### src/gti_defines.svh
/*
  Offsets, field positions, reset values and counts of the guard interval timer.
  Assumes inclusion by bare name from the design files only.
*/
`ifndef GTI_DEFINES_SVH
`define GTI_DEFINES_SVH

// ==========================================================================
// Register byte offsets.
`define GTI_CTRL_OFS      8'h00
`define GTI_STAT_OFS      8'h04

// ==========================================================================
// Control register field positions.
`define GTI_KEY_MSB       7
`define GTI_KEY_LSB       4
`define GTI_EN_BIT        3
`define GTI_MODE_BIT      2
`define GTI_INTV_MSB      1
`define GTI_INTV_LSB      0

// ==========================================================================
// Reset values and key codes.
`define GTI_EN_RST        1'h0
`define GTI_MODE_RST      1'h0
`define GTI_INTV_RST      2'h0
`define GTI_KEY_FIRST     4'hA
`define GTI_KEY_SECOND    4'h5

// ==========================================================================
// Interval lengths in low-frequency clock periods, and deep sleep codes.
`define GTI_LF_FREQ_HZ    32768
`define GTI_INTV_CNT_00   16'h8000
`define GTI_INTV_CNT_01   16'h2000
`define GTI_INTV_CNT_10   16'h0200
`define GTI_INTV_CNT_11   16'h0040
`define GTI_PM_RETENTION  2'h2
`define GTI_PM_DEEPEST    2'h3

`endif

### src/gti_pkg.sv
/*
  Types shared by the guard interval timer.
  Assumes the constants header is included by users that need numbers.
*/
package gti_pkg;

  // ========================================================================
  // Control fields as held by the block.
  typedef struct packed {
    logic       en;
    logic       timer_mode;
    logic [1:0] intv;
  } gti_ctrl_s;

  // ========================================================================
  // Bus slave states.
  typedef enum logic [0:0] {
    GTI_BUS_IDLE = 1'b0,
    GTI_BUS_ACK  = 1'b1
  } gti_bus_e;

endpackage

### src/gti_core.sv
/*
  Guard interval timer: a supervisory counter on the low-frequency clock that
  either resets the system (watchdog mode) or raises periodic requests (timer
  mode), with a classic Wishbone register slave.
  Assumes the low-frequency clock arrives as a free-running pin, power mode
  entry is signalled by same-clock logic, and rst_i resets this block too.

*/
`timescale 1ns/1ps
`include "gti_defines.svh"
module gti_core #(
  parameter int ADR_W = 8
) (
  // System clock and reset.
  input  wire logic              clk_sys_i,
  input  wire logic              rst_i,
  // Low-frequency clock pin.
  input  wire logic              lf_clk_i,
  // Power mode entry from the power manager, same clock.
  input  wire logic              pwr_entry_i,
  input  wire logic [1:0]        pwr_mode_i,
  // Wishbone slave.
  input  wire logic              wb_cyc_i,
  input  wire logic              wb_stb_i,
  input  wire logic              wb_we_i,
  input  wire logic [ADR_W-1:0]  wb_adr_i,
  input  wire logic [3:0]        wb_sel_i,
  input  wire logic [31:0]       wb_dat_i,
  output logic      [31:0]       wb_dat_o,
  output logic                   wb_ack_o,
  // Block outputs.
  output logic                   irq_req_o,
  output logic                   sys_rst_o
);

  // ========================================================================
  // Last count value of an interval: the counter steps past it to expire.
  function automatic logic [14:0] gti_last(input logic [1:0] intv);
    logic [15:0] len;
    len = `GTI_INTV_CNT_00;
    unique case (intv)
      2'h0: len = `GTI_INTV_CNT_00;
      2'h1: len = `GTI_INTV_CNT_01;
      2'h2: len = `GTI_INTV_CNT_10;
      2'h3: len = `GTI_INTV_CNT_11;
    endcase
    return 15'(len - 16'h0001);
  endfunction

  // ========================================================================
  // Low-frequency clock enters through a synchroniser; its rising edges are ticks.
  logic lf_level;
  logic lf_rise;
  logic lf_fall;

  gti_pin_sync u_lf_sync (
    .clk_i   (clk_sys_i),
    .rst_i   (rst_i),
    .pin_i   (lf_clk_i),
    .level_o (lf_level),
    .rise_o  (lf_rise),
    .fall_o  (lf_fall)
  );

  // ========================================================================
  // Bus slave state.
  gti_pkg::gti_bus_e bus_q;
  gti_pkg::gti_bus_e bus_d;
  logic              ack_d;
  logic [31:0]       rdat_d;
  logic              req;
  logic              wr_stb;
  logic              ctrl_hit;

  // Control state.
  gti_pkg::gti_ctrl_s ctrl_q;
  gti_pkg::gti_ctrl_s ctrl_d;
  logic               key_arm;
  logic               key_done;
  logic               cnt_zero;

  // Counter state.
  logic [14:0] cnt_q;
  logic [14:0] cnt_d;
  logic        armed_q;
  logic        armed_d;
  logic        win_half_q;
  logic        win_half_d;
  logic        expired_q;
  logic        expired_d;
  logic        irq_d;
  logic        srst_d;
  logic        deep_entry;
  logic        wd_locked;

  assign req        = wb_cyc_i & wb_stb_i;
  assign ctrl_hit   = (wb_adr_i == ADR_W'(`GTI_CTRL_OFS));
  // A write takes effect at the edge where the master samples ack.
  assign wr_stb     = req & wb_we_i & wb_ack_o & wb_sel_i[0] & ctrl_hit;
  assign wd_locked  = ctrl_q.en & ~ctrl_q.timer_mode;
  assign deep_entry = pwr_entry_i &
                      ((pwr_mode_i == `GTI_PM_RETENTION) |
                       (pwr_mode_i == `GTI_PM_DEEPEST));

  // ========================================================================
  // Bus: ack one cycle after a request is taken, dropped the cycle after.
  // Unmapped offsets are acknowledged and read as zero.
  always_comb begin
    bus_d  = bus_q;
    ack_d  = 1'b0;
    rdat_d = wb_dat_o;
    unique case (bus_q)
      gti_pkg::GTI_BUS_IDLE: begin
        if (req) begin
          bus_d  = gti_pkg::GTI_BUS_ACK;
          ack_d  = 1'b1;
          rdat_d = 32'h0000_0000;
          if (ctrl_hit) begin
            // Key field reads as zero so read-modify-write keys stay clean.
            rdat_d[`GTI_EN_BIT]                   = ctrl_q.en;
            rdat_d[`GTI_MODE_BIT]                 = ctrl_q.timer_mode;
            rdat_d[`GTI_INTV_MSB:`GTI_INTV_LSB]   = ctrl_q.intv;
          end else if (wb_adr_i == ADR_W'(`GTI_STAT_OFS)) begin
            // Status shows block state; the count itself is hidden.
            rdat_d[0] = armed_q;
            rdat_d[1] = expired_q;
            rdat_d[2] = sys_rst_o;
            rdat_d[3] = lf_level;
          end
        end
      end
      gti_pkg::GTI_BUS_ACK: begin
        bus_d = gti_pkg::GTI_BUS_IDLE;
      end
    endcase
  end

  // Bus registers.
  always_ff @(posedge clk_sys_i) begin
    if (rst_i) begin
      bus_q    <= gti_pkg::GTI_BUS_IDLE;
      wb_ack_o <= 1'b0;
      wb_dat_o <= 32'h0000_0000;
    end else begin
      bus_q    <= bus_d;
      wb_ack_o <= ack_d;
      wb_dat_o <= rdat_d;
    end
  end

  // ========================================================================
  // Control register writes and the key events they produce.
  always_comb begin
    logic [3:0] key;
    logic       en_w;
    key      = wb_dat_i[`GTI_KEY_MSB:`GTI_KEY_LSB];
    en_w     = wb_dat_i[`GTI_EN_BIT];
    ctrl_d   = ctrl_q;
    key_arm  = 1'b0;
    key_done = 1'b0;
    cnt_zero = 1'b0;
    if (wr_stb) begin
      ctrl_d.intv = wb_dat_i[`GTI_INTV_MSB:`GTI_INTV_LSB];
      if (!wd_locked) begin
        ctrl_d.timer_mode = wb_dat_i[`GTI_MODE_BIT];
      end
      if (en_w) begin
        ctrl_d.en = 1'b1;
        if (!ctrl_q.en) begin
          cnt_zero = 1'b1;
        end
      end else if (!wd_locked) begin
        ctrl_d.en = 1'b0;
      end
      // Keys only count while the timer already runs.
      if (ctrl_q.en) begin
        if (ctrl_q.timer_mode) begin
          cnt_zero = cnt_zero | key[0];
        end else if (key == `GTI_KEY_FIRST) begin
          key_arm = 1'b1;
        end else if (key == `GTI_KEY_SECOND && armed_q) begin
          key_done = 1'b1;
        end
      end
    end
  end

  // Control registers; the system reset leaves the timer off.
  always_ff @(posedge clk_sys_i) begin
    if (rst_i) begin
      ctrl_q.en         <= `GTI_EN_RST;
      ctrl_q.timer_mode <= `GTI_MODE_RST;
      ctrl_q.intv       <= `GTI_INTV_RST;
    end else begin
      ctrl_q <= ctrl_d;
    end
  end

  // ========================================================================
  // Counter, key window, expiry and the two outputs.
  // The window after the first key closes at the second low-frequency edge
  // of either polarity, or at once on a deep sleep entry; without such an entry
  // it lasts at least half a period on that clock and a second key sent in time is never refused.
  always_comb begin
    logic [14:0] last;
    last      = gti_last(ctrl_q.intv);
    cnt_d     = cnt_q;
    armed_d   = armed_q;
    win_half_d = win_half_q;
    expired_d = expired_q;
    irq_d     = 1'b0;
    srst_d    = sys_rst_o;
    if (armed_q && (lf_rise || lf_fall)) begin
      if (win_half_q) begin
        armed_d    = 1'b0;
        win_half_d = 1'b0;
      end else begin
        win_half_d = 1'b1;
      end
    end
    if (ctrl_q.en && lf_rise) begin
      if (cnt_q == last) begin
        if (ctrl_q.timer_mode) begin
          cnt_d = 15'h0000;
          irq_d = 1'b1;
        end else begin
          cnt_d     = cnt_q + 15'h0001;
          expired_d = 1'b1;
        end
      end else begin
        cnt_d = cnt_q + 15'h0001;
      end
    end
    if (key_arm) begin
      armed_d    = 1'b1;
      win_half_d = 1'b0;
    end
    // A completed clear restarts the interval and forgets a pending expiry.
    if (key_done) begin
      cnt_d     = 15'h0000;
      armed_d   = 1'b0;
      win_half_d = 1'b0;
      expired_d = 1'b0;
    end
    if (cnt_zero) begin
      cnt_d     = 15'h0000;
      expired_d = 1'b0;
    end
    if (deep_entry) begin
      cnt_d     = 15'h0000;
      armed_d   = 1'b0;
      win_half_d = 1'b0;
      expired_d = 1'b0;
    end
    // Expiry while a clear is in its window waits for the second key.
    if (expired_q && !armed_q && wd_locked) begin
      srst_d = 1'b1;
    end
  end

  // Counter registers; the reset output holds until rst_i arrives.
  always_ff @(posedge clk_sys_i) begin
    if (rst_i) begin
      cnt_q     <= 15'h0000;
      armed_q   <= 1'b0;
      win_half_q <= 1'b0;
      expired_q <= 1'b0;
      irq_req_o <= 1'b0;
      sys_rst_o <= 1'b0;
    end else begin
      cnt_q     <= cnt_d;
      armed_q   <= armed_d;
      win_half_q <= win_half_d;
      expired_q <= expired_d;
      irq_req_o <= irq_d;
      sys_rst_o <= srst_d;
    end
  end

endmodule

### src/gti_pin_sync.sv
/*
  Three-stage synchroniser for an asynchronous pin with edge pulses.
  Assumes clk_i is the only clock; the pin may change at any time.
*/
`timescale 1ns/1ps
module gti_pin_sync (
  // Clock and reset.
  input  wire logic clk_i,
  input  wire logic rst_i,
  // Pin and synchronised results.
  input  wire logic pin_i,
  output logic      level_o,
  output logic      rise_o,
  output logic      fall_o
);

  logic [2:0] sh_q;
  logic [2:0] sh_d;
  logic       lvl_d;
  logic       rise_d;
  logic       fall_d;

  // ========================================================================
  // A change counts only once stages two and three agree.
  always_comb begin
    sh_d   = {sh_q[1:0], pin_i};
    lvl_d  = level_o;
    if (sh_q[2] == sh_q[1]) begin
      lvl_d = sh_q[2];
    end
    rise_d = lvl_d & ~level_o;
    fall_d = ~lvl_d & level_o;
  end

  // Registers only.
  always_ff @(posedge clk_i) begin
    if (rst_i) begin
      sh_q    <= 3'h0;
      level_o <= 1'b0;
      rise_o  <= 1'b0;
      fall_o  <= 1'b0;
    end else begin
      sh_q    <= sh_d;
      level_o <= lvl_d;
      rise_o  <= rise_d;
      fall_o  <= fall_d;
    end
  end

endmodule

### config.mk
export PLATFORM = sky130hd
export DESIGN_NAME = gti_core
export DESIGN_NICKNAME = d
export VERILOG_FILES = /design/src/gti_pkg.sv /design/src/gti_core.sv /design/src/gti_pin_sync.sv
export VERILOG_INCLUDE_DIRS = /design/src /design/src/src
export SDC_FILE = /design/constraint.sdc
export NUM_CORES = 1
export LEC_CHECK = 0
export ABC_AREA = 1
export CORE_MARGIN = 5
export CORE_UTILIZATION = 35
export CTS_BUF_LIST = sky130_fd_sc_hd__clkbuf_2
export DETAILED_ROUTE_END_ITERATION = 8
export DONT_BUFFER_PORTS = 1
export HOLD_SLACK_MARGIN = 0.1
export PLACE_DENSITY = 0.5
export SETUP_SLACK_MARGIN = 0.05
export SYNTH_ARGS = -nofsm -noshare
export SYNTH_HDL_FRONTEND = slang
export SYNTH_SLANG_ARGS = --single-unit
### constraint.sdc
create_clock -name clk_sys_i -period 4.2 [get_ports clk_sys_i]
set_input_delay 0.84 -clock clk_sys_i [delete_from_list [all_inputs] [get_ports clk_sys_i]]
set_output_delay 0.84 -clock clk_sys_i [all_outputs]
set_load 0.05 [all_outputs]
==> metrics.txt, run 1 <==
synth unique cells 30; worst hold path class flop to flop; Tcrit/Tclk final 0.4811; Highest Clock Rate 0.4949 GHz; Post-Route Setup TNS 0 ns; Clock Latency Late Sink 0.37 ns; largest net degree at the start of global routing 19; number of diodes 0; Starting Density 0.3577; Syn Inst Count 281; nets 339; clk_skew 0.01690 ns; relative slew slack 0.6238; maximum vdd drop 0.1234 mV; FFs w/ async S/R, synth 0; Synth top cells by count nor2_1, nand2_1, dfxtp_1, inv_1, buf_4; via density per instance 4.280; P&R area growth vs syn 1.350%; ys flop type dfxtp_1; core footprint 5439 µm²; critical path's most frequent cell nand3_1; status completed; Crit-path slowest cell dfxtp_1; number of synthesized register bits 35; critical path launch point type flop; Yosys top cell by area dfxtp_1; cell with the most instances after synthesis nor2_1; critical path class flop to flop; CP Capture Type flop; die width 84.56 µm; row count 27; DR DRC count 0; worst reg2reg setup slack 2.18 ns; WHS 0.4173 ns; Buf/Inv on CP 0; Overall Power 0.6375 mW; clk buf depth 2; Synth area leaders dfxtp_1, nor2_1, buf_4; Yosys warning total 0; DR WL/cell 10.75 µm; CTS Sinks 35; Post-DRT Antenna Nets 0; htree depth 2; Seq/Total Area, Yosys 0.3601; hold-fix buffers at CTS 0; CTS tree done; Starting DRT DRC Count 40; post_cts resized 0; CP peak stage delay 0.49 ns; via count 1528; RSZ-0062 raised after global routing false; RD Place Congestion 0.7598; total of fill cells in the finished design 592; CTS clk-pin slew, worst paths 0.20 ns; I/O Buffers 0; first-pass iteration count of the detailed router 4; Die ar. 7150 µm²; Slew @ Worst Pin 0.5636 ns; HPWL after DPL 3.086 mm; vias in the first global route 1444; GRT Residual Overflow 0; Post-synth EDFFs 0; Total GRT Usage 0.1097; P_leak 0.8516 nW; max-cap violations 0; area share of the largest cell type after synthesis 0.3601; final-report hold violation count 0; die height 84.56 µm; Slew Viols, Final 0; PwrDens 323.3 nW/µm²; Setup Fix Bufs, Post-CTS 0; share of cells above drive strength 1 0.05965; Root Driver clkbuf_2; CP cell instances nand2_2 -> ha_1 -> a21boi_0 -> nand3_1 -> nor2_2 -> nand3_1 -> nand2_1 -> nor2_1; crit path time final 2.020 ns; syn avg cell area 6.924 µm²; Finish-stage setup viols 0; CTS Buf Count 5; Ports 88; Mapped Area 1946 µm²; DRT Wirelength 3.839 mm; Worst Path Required 4.46 ns; CP top delay family simple AND/OR/NAND/NOR gates; CP max FO 12; Worst Path Arrival 2.28 ns; first-pass GRT wire length 6.320 mm; initial antenna violation count 0
==> cell type report <==
class | count | area (µm²) | area share
well taps | 72 | 90.09 | 0.04569
clock inverters | 3 | 38.79 | 0.01967
inverters | 36 | 135.1 | 0.06853
flip-flops and latches | 35 | 700.7 | 0.3553
clock buffers | 5 | 25.02 | 0.01269
multi-input cells | 206 | 982.2 | 0.4981
==> sequential cells by signal, summed over array words and instances (netlist names), 3 cells and up <==
signal	flops
cnt_q	15
ctrl_q	4
wb_dat_o	4
u_lf_sync.sh_q	3
==> where the power goes <==
part	leakage (nW)	switching, mW	internal, mW	total, mW
logic	0.528	0.0675	0.00654	0.0741
clock network	0.0404	0.117	0.0981	0.215
registers	0.283	0.0119	0.337	0.348
==> tightest hold or removal path, cell delays in order (launching register included) <==
cell and delay [ns]:
dfxtp_1 0.34, inv_1 0.04, nor2_1 0.03
==> cells by family (layout without fill, tap and decap cells) <==
group,after synthesis,after routing,share of synthesized area
buf+inv,67,44,0.1871
other cells,1,28,0.001927
fa+ha+maj,2,2,0.01286
flops,35,35,0.3601
simple gates,140,140,0.3125
compound gates,24,24,0.07074
mux,1,1,0.005145
xor+xnor,11,11,0.04952
==> routing by layer <==
metal | GRT usage | vias up | part of all wire
met4 | 0.03453 | 0 | 0.0065
li1 | - | 823 | -
met1 | 0.1333 | 672 | 0.45
met2 | 0.1801 | 31 | 0.47
met3 | 0.04024 | 2 | 0.064
met5 | 0 | - | 0
==> metrics by stage <==
stage	area [µm²]	setup WS, ns	instances	util
after global routing	1972	1.900	357	0.3625
after floorplan	2047	2.422	308	-
after CTS	1972	2.132	357	0.3625
after detailed placement	1908	2.142	349	0.3508
final	1972	2.180	357	0.3625
after global placement	1908	2.100	349	0.3508
==> path summary, 6_finish.rpt <==
check,startpoint,to,depth (start not counted)
setup / recovery,ctrl_q[1],cnt_q[3],8
hold reg to reg,u_lf_sync.sh_q[0],u_lf_sync.sh_q[1],2
setup reg to reg,ctrl_q[1],cnt_q[3],8
hold / removal,u_lf_sync.sh_q[0],u_lf_sync.sh_q[1],2
==> cells in the final DEF, fill, tap and decap left out, types with 5 or more instances in the layout <==
cell type	n
a21oi_1	10
clkbuf_2	5
conb_1	28
dfxtp_1	35
inv_1	34
nand2_1	46
nand3_1	18
nor2_1	58
o21ai_0	7
xor2_1	10
(Power assumes the default switching activity.)
==> run 2: changes to the inputs <==
- clock period: 4.2 -> 1.96 ns (I/O delays scaled with it)
==> run 2 against run 1 <==
Compared with the run above: first-iteration DRC count grew 48%; power grew 96%; worst setup slack worse by 2.0 ns; sequential cell count unchanged; critical endpoint is now cnt_q[6].
==> metrics.txt, run 2 (synthesis results as in run 1) <==
critical path launch point type flop; max-cap violations 0 (unchanged); Crit Reg-Reg Endpoint cnt_q[6]; largest registers cnt_q x15, ctrl_q x4, wb_dat_o x4; Clock Latency Late Sink 0.37 ns (about the same); CP max FO 12 (unchanged); first-pass iteration count of the detailed router 4 (unchanged); die height 84.56 µm (unchanged); share of cells above drive strength 1 0.07216 (+0.01252); grt met3 use 0.03435 (-0.005888); crit path time final 1.747 ns (-0.2735 ns); CTS Sinks 35 (unchanged); Post-DRT Antenna Nets 0 (unchanged); Ports 88 (unchanged); hold wc startpoint wb_dat_i[3]; Slew @ Worst Pin 0.5536 ns (-0.009993 ns); I/O Buffers 0 (unchanged); via count 1550 (+1.4%); DR DRC count 0 (unchanged); CP cell instances inv_1 -> nand2_1 -> ha_1 -> a21boi_0 -> nand3_1 -> nor2_2 -> nand3_1 -> nand2_1 -> buf_12 -> nor2_1; Setup Fix Bufs, Post-CTS 0 (unchanged); largest register by flop count cnt_q; most common cell after layout, fill and taps aside nor2_1; Finish-stage setup viols 0 (unchanged); GRT Residual Overflow 0 (unchanged); CTS tree done; P&R area growth vs syn 3.280%; row count 27 (unchanged); GR peak layer met2; via density per instance 4.270 (-0.24%); CTS clk-pin slew, worst paths 0.18 ns (-0.02 ns); Highest Clock Rate 0.5724 GHz (+16%); most frequent cells in the layout nor2_1, nand2_1, inv_1, dfxtp_1, conb_1; Slew Viols, Final 0 (unchanged); Tcrit/Tclk final 0.8913 (+0.4102); RSZ-0062 raised after global routing false; Starting DRT DRC Count 59 (+48%); global routing usage on met2 0.1851 (+0.004982); Post-Route Setup TNS 0 ns (unchanged); Worst Hold End ctrl_q[3]; Total GRT Usage 0.1154 (+0.005672); initial antenna violation count 0 (unchanged); critical path class flop to flop; largest net degree at the start of global routing 14 (-5); vias in the first global route 1450 (+0.42%); total of fill cells in the finished design 603 (+1.9%); RD Place Congestion 0.7935 (+4.4%); status completed; Crit-path slowest cell dfxtp_1; Root Driver clkbuf_2; relative slew slack 0.6304 (+0.006671); Starting Density 0.3577 (unchanged); worst reg2reg setup slack 0.21 ns (-1.97 ns); DR WL/cell 10.96 µm (+1.9%); nets 345 (+1.8%); htree depth 2 (unchanged); maximum vdd drop 0.2475 mV (+100%); DRT Wirelength 3.977 mm (+3.6%); CTS Buf Count 5 (unchanged); first-pass GRT wire length 6.658 mm (+5.3%); worst hold path class primary input to flop; final-report hold violation count 0 (unchanged); max reg flops 15 (unchanged); Global Route met1 Usage 0.1476 (+0.01425); core footprint 5439 µm² (unchanged); Hold Crit Depth 2 (unchanged); Overall Power 1.248 mW (+96%); clk_skew 0.009843 ns (-0.007059 ns); CP peak stage delay 0.38 ns (-0.11 ns); PwrDens 621.1 nW/µm² (+92%); fin area 2009 µm² (+1.9%); worst r2r src ctrl_q[0]; clk buf depth 2 (unchanged); die width 84.56 µm (unchanged); HPWL after DPL 3.086 mm (about the same); worst-case reg-to-reg path depth 10 (+2); Worst Path Required 2.24 ns (-2.22 ns); Die ar. 7150 µm² (unchanged); P_leak 0.8728 nW (+2.5%); Post-DP Area 1951 µm² (+2.2%); number of diodes 0 (unchanged); CP Capture Type flop; Worst Path Arrival 2.03 ns (-0.25 ns)
## run 2: worst max-delay path: cells and delay by family (launching register included)
| family | cells | cell delay [ns] |
|---|---|---|
| and+or+nand+nor | 6 | 0.58 |
| DFF | 1 | 0.38 |
| adders and majority gates | 1 | 0.29 |
| buffers and inverters | 2 | 0.24 |
| AOI/OAI and AO/OA | 1 | 0.18 |
## run 2: worst max path at each step
stage,from,endpoint,cells after the start
after floorplan,ctrl_q[1],cnt_q[7],9
after global placement,ctrl_q[1],cnt_q[14],9
after detailed placement,ctrl_q[1],cnt_q[7],9
after CTS,ctrl_q[1],cnt_q[6],9
after global routing,ctrl_q[0],cnt_q[0],10
final,ctrl_q[0],cnt_q[6],10
## run 2: per-layer routing
metal | wire (µm) | up-vias
met2 | 1853 | 34
li1 | - | 841
met5 | 0 | -
met3 | 258 | 5
met4 | 43 | 0
met1 | 1822 | 670
## run 2: repair_timing
action                                  4_1_cts  5_1_grt
endpoints found under the hold margin        13        0
hold buffers                                  2        0
gates resized for setup                       0        1
endpoints found under the setup margin        0        2
## run 2: cell type report
type                            count  area [µm²]  share of cell area
Clock buffer                        6       30.03             0.01494
Multi-Input combinational cell    206       982.2              0.4888
Sequential cell                    35       701.9              0.3493
Clock inverter                      2       7.507            0.003736
Inverter                           36       135.1             0.06725
Tap cell                           72       90.09             0.04483
Timing Repair Buffer                6       62.56             0.03113
## run 2: power by group
| group | internal, mW | leakage (nW) | switching [mW] | total [mW] |
|---|---|---|---|---|
| combinational | 0.0226 | 0.561 | 0.154 | 0.177 |
| clock | 0.0861 | 0.0281 | 0.242 | 0.328 |
| sequential | 0.721 | 0.284 | 0.0223 | 0.743 |
## run 2: per-stage QoR
step	util	setup WS (ns)	std cells	hold slack [ns]
4_1_cts	0.3692	0.1375	363	0.1240
5_1_grt	0.3695	0.05969	363	0.1113
3_5_place_dp	0.3586	0.1632	353	0.3965
2_1_floorplan	-	0.3181	308	0.3883
6_report	0.3695	0.2131	363	0.1546
3_3_place_gp	0.3586	0.1742	353	0.3890
==> run 3: changes to the inputs <==
- CELL_PAD_IN_SITES_DETAIL_PLACEMENT: unset -> 0
- CELL_PAD_IN_SITES_GLOBAL_PLACEMENT: unset -> 1
- PLACE_DENSITY: 0.5 -> 0.67
- SYNTH_HIERARCHICAL: unset -> 1
==> run 3 against run 2 <==
Compared with the run above: count of clock-buffer cells in the layout is 1 lower; maximum frequency is 2.6% higher; die area is 4.4% higher; core utilization is 1.3 points higher; synthesized cell count is 0.71% higher; worst setup slack better by 0.045 ns; first-iteration DRC count is 14% lower; critical path type unchanged; highest routed layer unchanged.
==> metrics.txt, run 3 <==
status completed; maximum vdd drop 0.3949 mV (+60%); clk_skew 0.01713 ns (+0.007291 ns); max reg flops 15 (unchanged); share of cells above drive strength 1 0.1525 (+0.08038); area of the multi-input gates 1077 µm² (+9.7%); Post-Route Setup TNS 0 ns (unchanged); P&R area growth vs syn 4.473%; largest family of logic cells by synthesized area simple AND/OR/NAND/NOR gates; Worst Path Arrival 2.01 ns (-0.02 ns); post_cts resized 0 (unchanged); number of synthesized register bits 35 (unchanged); Post-DRT Antenna Nets 0 (unchanged); Die ar. 7462 µm² (+4.4%); placed insts 354 (+0.28%); ys flop type dfxtp_1; Ports 88 (unchanged); FFs w/ async S/R, synth 0 (unchanged); DR DRC count 0 (unchanged); largest register by flop count cnt_q; RSZ-0062 raised after global routing false; first-pass iteration count of the detailed router 4 (unchanged); RD Place Congestion 0.7976 (+0.52%); largest registers cnt_q x15, ctrl_q x4, wb_dat_o x4; xor and xnor area share after synthesis 0.05147 (+0.001953); Syn Inst Count 283 (+0.71%); total of fill cells in the finished design 634 (+5.1%); CTS clk-pin slew, worst paths 0.21 ns (+0.03 ns); P_leak 0.8980 nW (+2.9%); Root Driver clkbuf_2; DRT Wirelength 4.068 mm (+2.3%); hold-fix buffers at CTS 4 (+2); fin area 2133 µm² (+6.2%); area share of the largest cell type after synthesis 0.3431 (-0.01699); synth unique cells 32 (+6.7%); die height 86.38 µm (+2.2%); critical path class flop to flop; row count 27 (unchanged); die width 86.38 µm (+2.2%); Worst Path Required 2.26 ns (+0.02 ns); Starting DRT DRC Count 51 (-14%); crit path time final 1.702 ns (-0.04457 ns); Starting Density 0.3663 (+0.008612); CTS Buf Count 5 (unchanged); CTS Sinks 35 (unchanged); Synth area leaders dfxtp_1, buf_4, nor2_1; Post-synth EDFFs 0 (unchanged); Layout Cells excl Fill 367 (+1.1%); Synth top cells by count nor2_1, nand2_1, dfxtp_1, buf_4, inv_1; number of diodes 0 (unchanged); I/O Buffers 0 (unchanged); DR WL/cell 11.08 µm (+1.2%); Tcrit/Tclk final 0.8686 (-0.02274); Post-DP Area 2014 µm² (+3.3%); cell with the most instances after synthesis nor2_1; Total GRT Usage 0.1172 (+0.001826); clk buf depth 2 (unchanged); worst hold path class primary input to flop; Yosys warning total 6 (+6); syn avg cell area 7.215 µm² (+4.2%); max-cap violations 0 (unchanged); Seq/Total Area, Yosys 0.3431 (-0.01699); CP max FO 4 (-8); Slew Viols, Final 0 (unchanged); core footprint 5574 µm² (+2.5%); relative slew slack 0.5902 (-0.04021); largest net degree at the start of global routing 15 (+1); post-synthesis mux area share 0.004902 (-0.0002427); Highest Clock Rate 0.5874 GHz (+2.6%); nets 349 (+1.2%); Finish-stage setup viols 0 (unchanged); Setup Fix Bufs, Post-CTS 0 (unchanged); final-report hold violation count 0 (unchanged); first-pass GRT wire length 6.969 mm (+4.7%); Reg area 700.7 µm² (-0.18%); most frequent cells in the layout nor2_1, nand2_1, dfxtp_1, conb_1, inv_1; Mapped Area 2042 µm² (+5.0%); Yosys top cell by area dfxtp_1; Post-Synth Adder-Cell Area 0.01225 (-0.0006068); htree depth 2 (unchanged); Slew @ Worst Pin 0.6126 ns (+0.05905 ns); GRT Residual Overflow 0 (unchanged); CTS tree done; via density per instance 4.229 (-0.96%); Post-Synth Simple-Gate Area 0.3511 (+0.03856); HPWL after DPL 3.036 mm (-1.6%); most common cell after layout, fill and taps aside nor2_1; vias in the first global route 1520 (+4.8%); CP Capture Type flop; Compound-Gate Fraction of Synth Area 0.05637 (-0.01437); Clock Latency Late Sink 0.38 ns (about the same); PwrDens 657.3 nW/µm² (+5.8%); critical path launch point type flop; via count 1552 (+0.13%); initial antenna violation count 0 (unchanged)
run 3: final cells by class:
type                       count  area share
inverter                      35     0.06158
tap                           72     0.04223
clock buffer                   5     0.01173
multi-input combinational    210      0.5050
sequential                    35      0.3284
timing repair buffer           7     0.03050
clock inverter                 3     0.02053
run 3: worst paths after layout:
kind                      from                 to  slack [ns]  cells past startpoint
max                   wb_ack_o          ctrl_q[3]        0.26                      6
min reg2reg  u_lf_sync/sh_q[0]  u_lf_sync/sh_q[1]        0.42                      2
min                      rst_i        wb_dat_o[2]        0.16                      3
max reg2reg           wb_ack_o          ctrl_q[3]        0.26                      6
run 3: critical path, cell delays in order (launching register included):
cell and delay [ns]:
dfxtp_1 0.37, nand3_1 0.07, nor2_1 0.34, nand3_2 0.14
nand2_1 0.08, a21oi_1 0.05, dlygate4sd3_1 0.58
run 3: kinds of logic (layout without fill, tap and decap cells):
group                    after synthesis  in the layout
AO/OA/AOI/OAI                         20             20
XOR/XNOR                              12             12
adder cells (fa/ha/maj)                2              2
buffers and inverters                 65             50
flip-flops                            35             35
multiplexers                           1              1
other                                  1             28
AND/OR/NAND/NOR                      147            147
run 3: through the flow:
stage / power [mW] / hold slack [ns] / utilization / setup WS [ns]
global route: 1.481 / 0.1061 / 0.3827 / 0.1040
floorplan: 0.9651 / 0.3883 / - / 0.3495
detailed placement: 0.9247 / 0.4016 / 0.3614 / 0.2888
global placement: 0.9247 / 0.4055 / 0.3614 / 0.2878
CTS: 1.429 / 0.1075 / 0.3809 / 0.2673
finish: 1.402 / 0.1557 / 0.3827 / 0.2576
run 3: metal layers:
| metal | track usage | share of wire | vias up | wire (µm) |
|---|---|---|---|---|
| met5 | 0 | 0 | - | 0 |
| li1 | - | - | 847 | - |
| met3 | 0.03422 | 0.066 | 4 | 267 |
| met4 | 0.04249 | 0.011 | 0 | 44 |
| met1 | 0.1526 | 0.48 | 665 | 1968 |
| met2 | 0.1836 | 0.44 | 36 | 1788 |
run 3: power breakdown:
part           internal (mW)  total [mW]  switching, mW
logic                 0.0214       0.178          0.156
clock network          0.216       0.481          0.264
registers              0.721       0.744         0.0226
total                  0.959        1.40          0.443
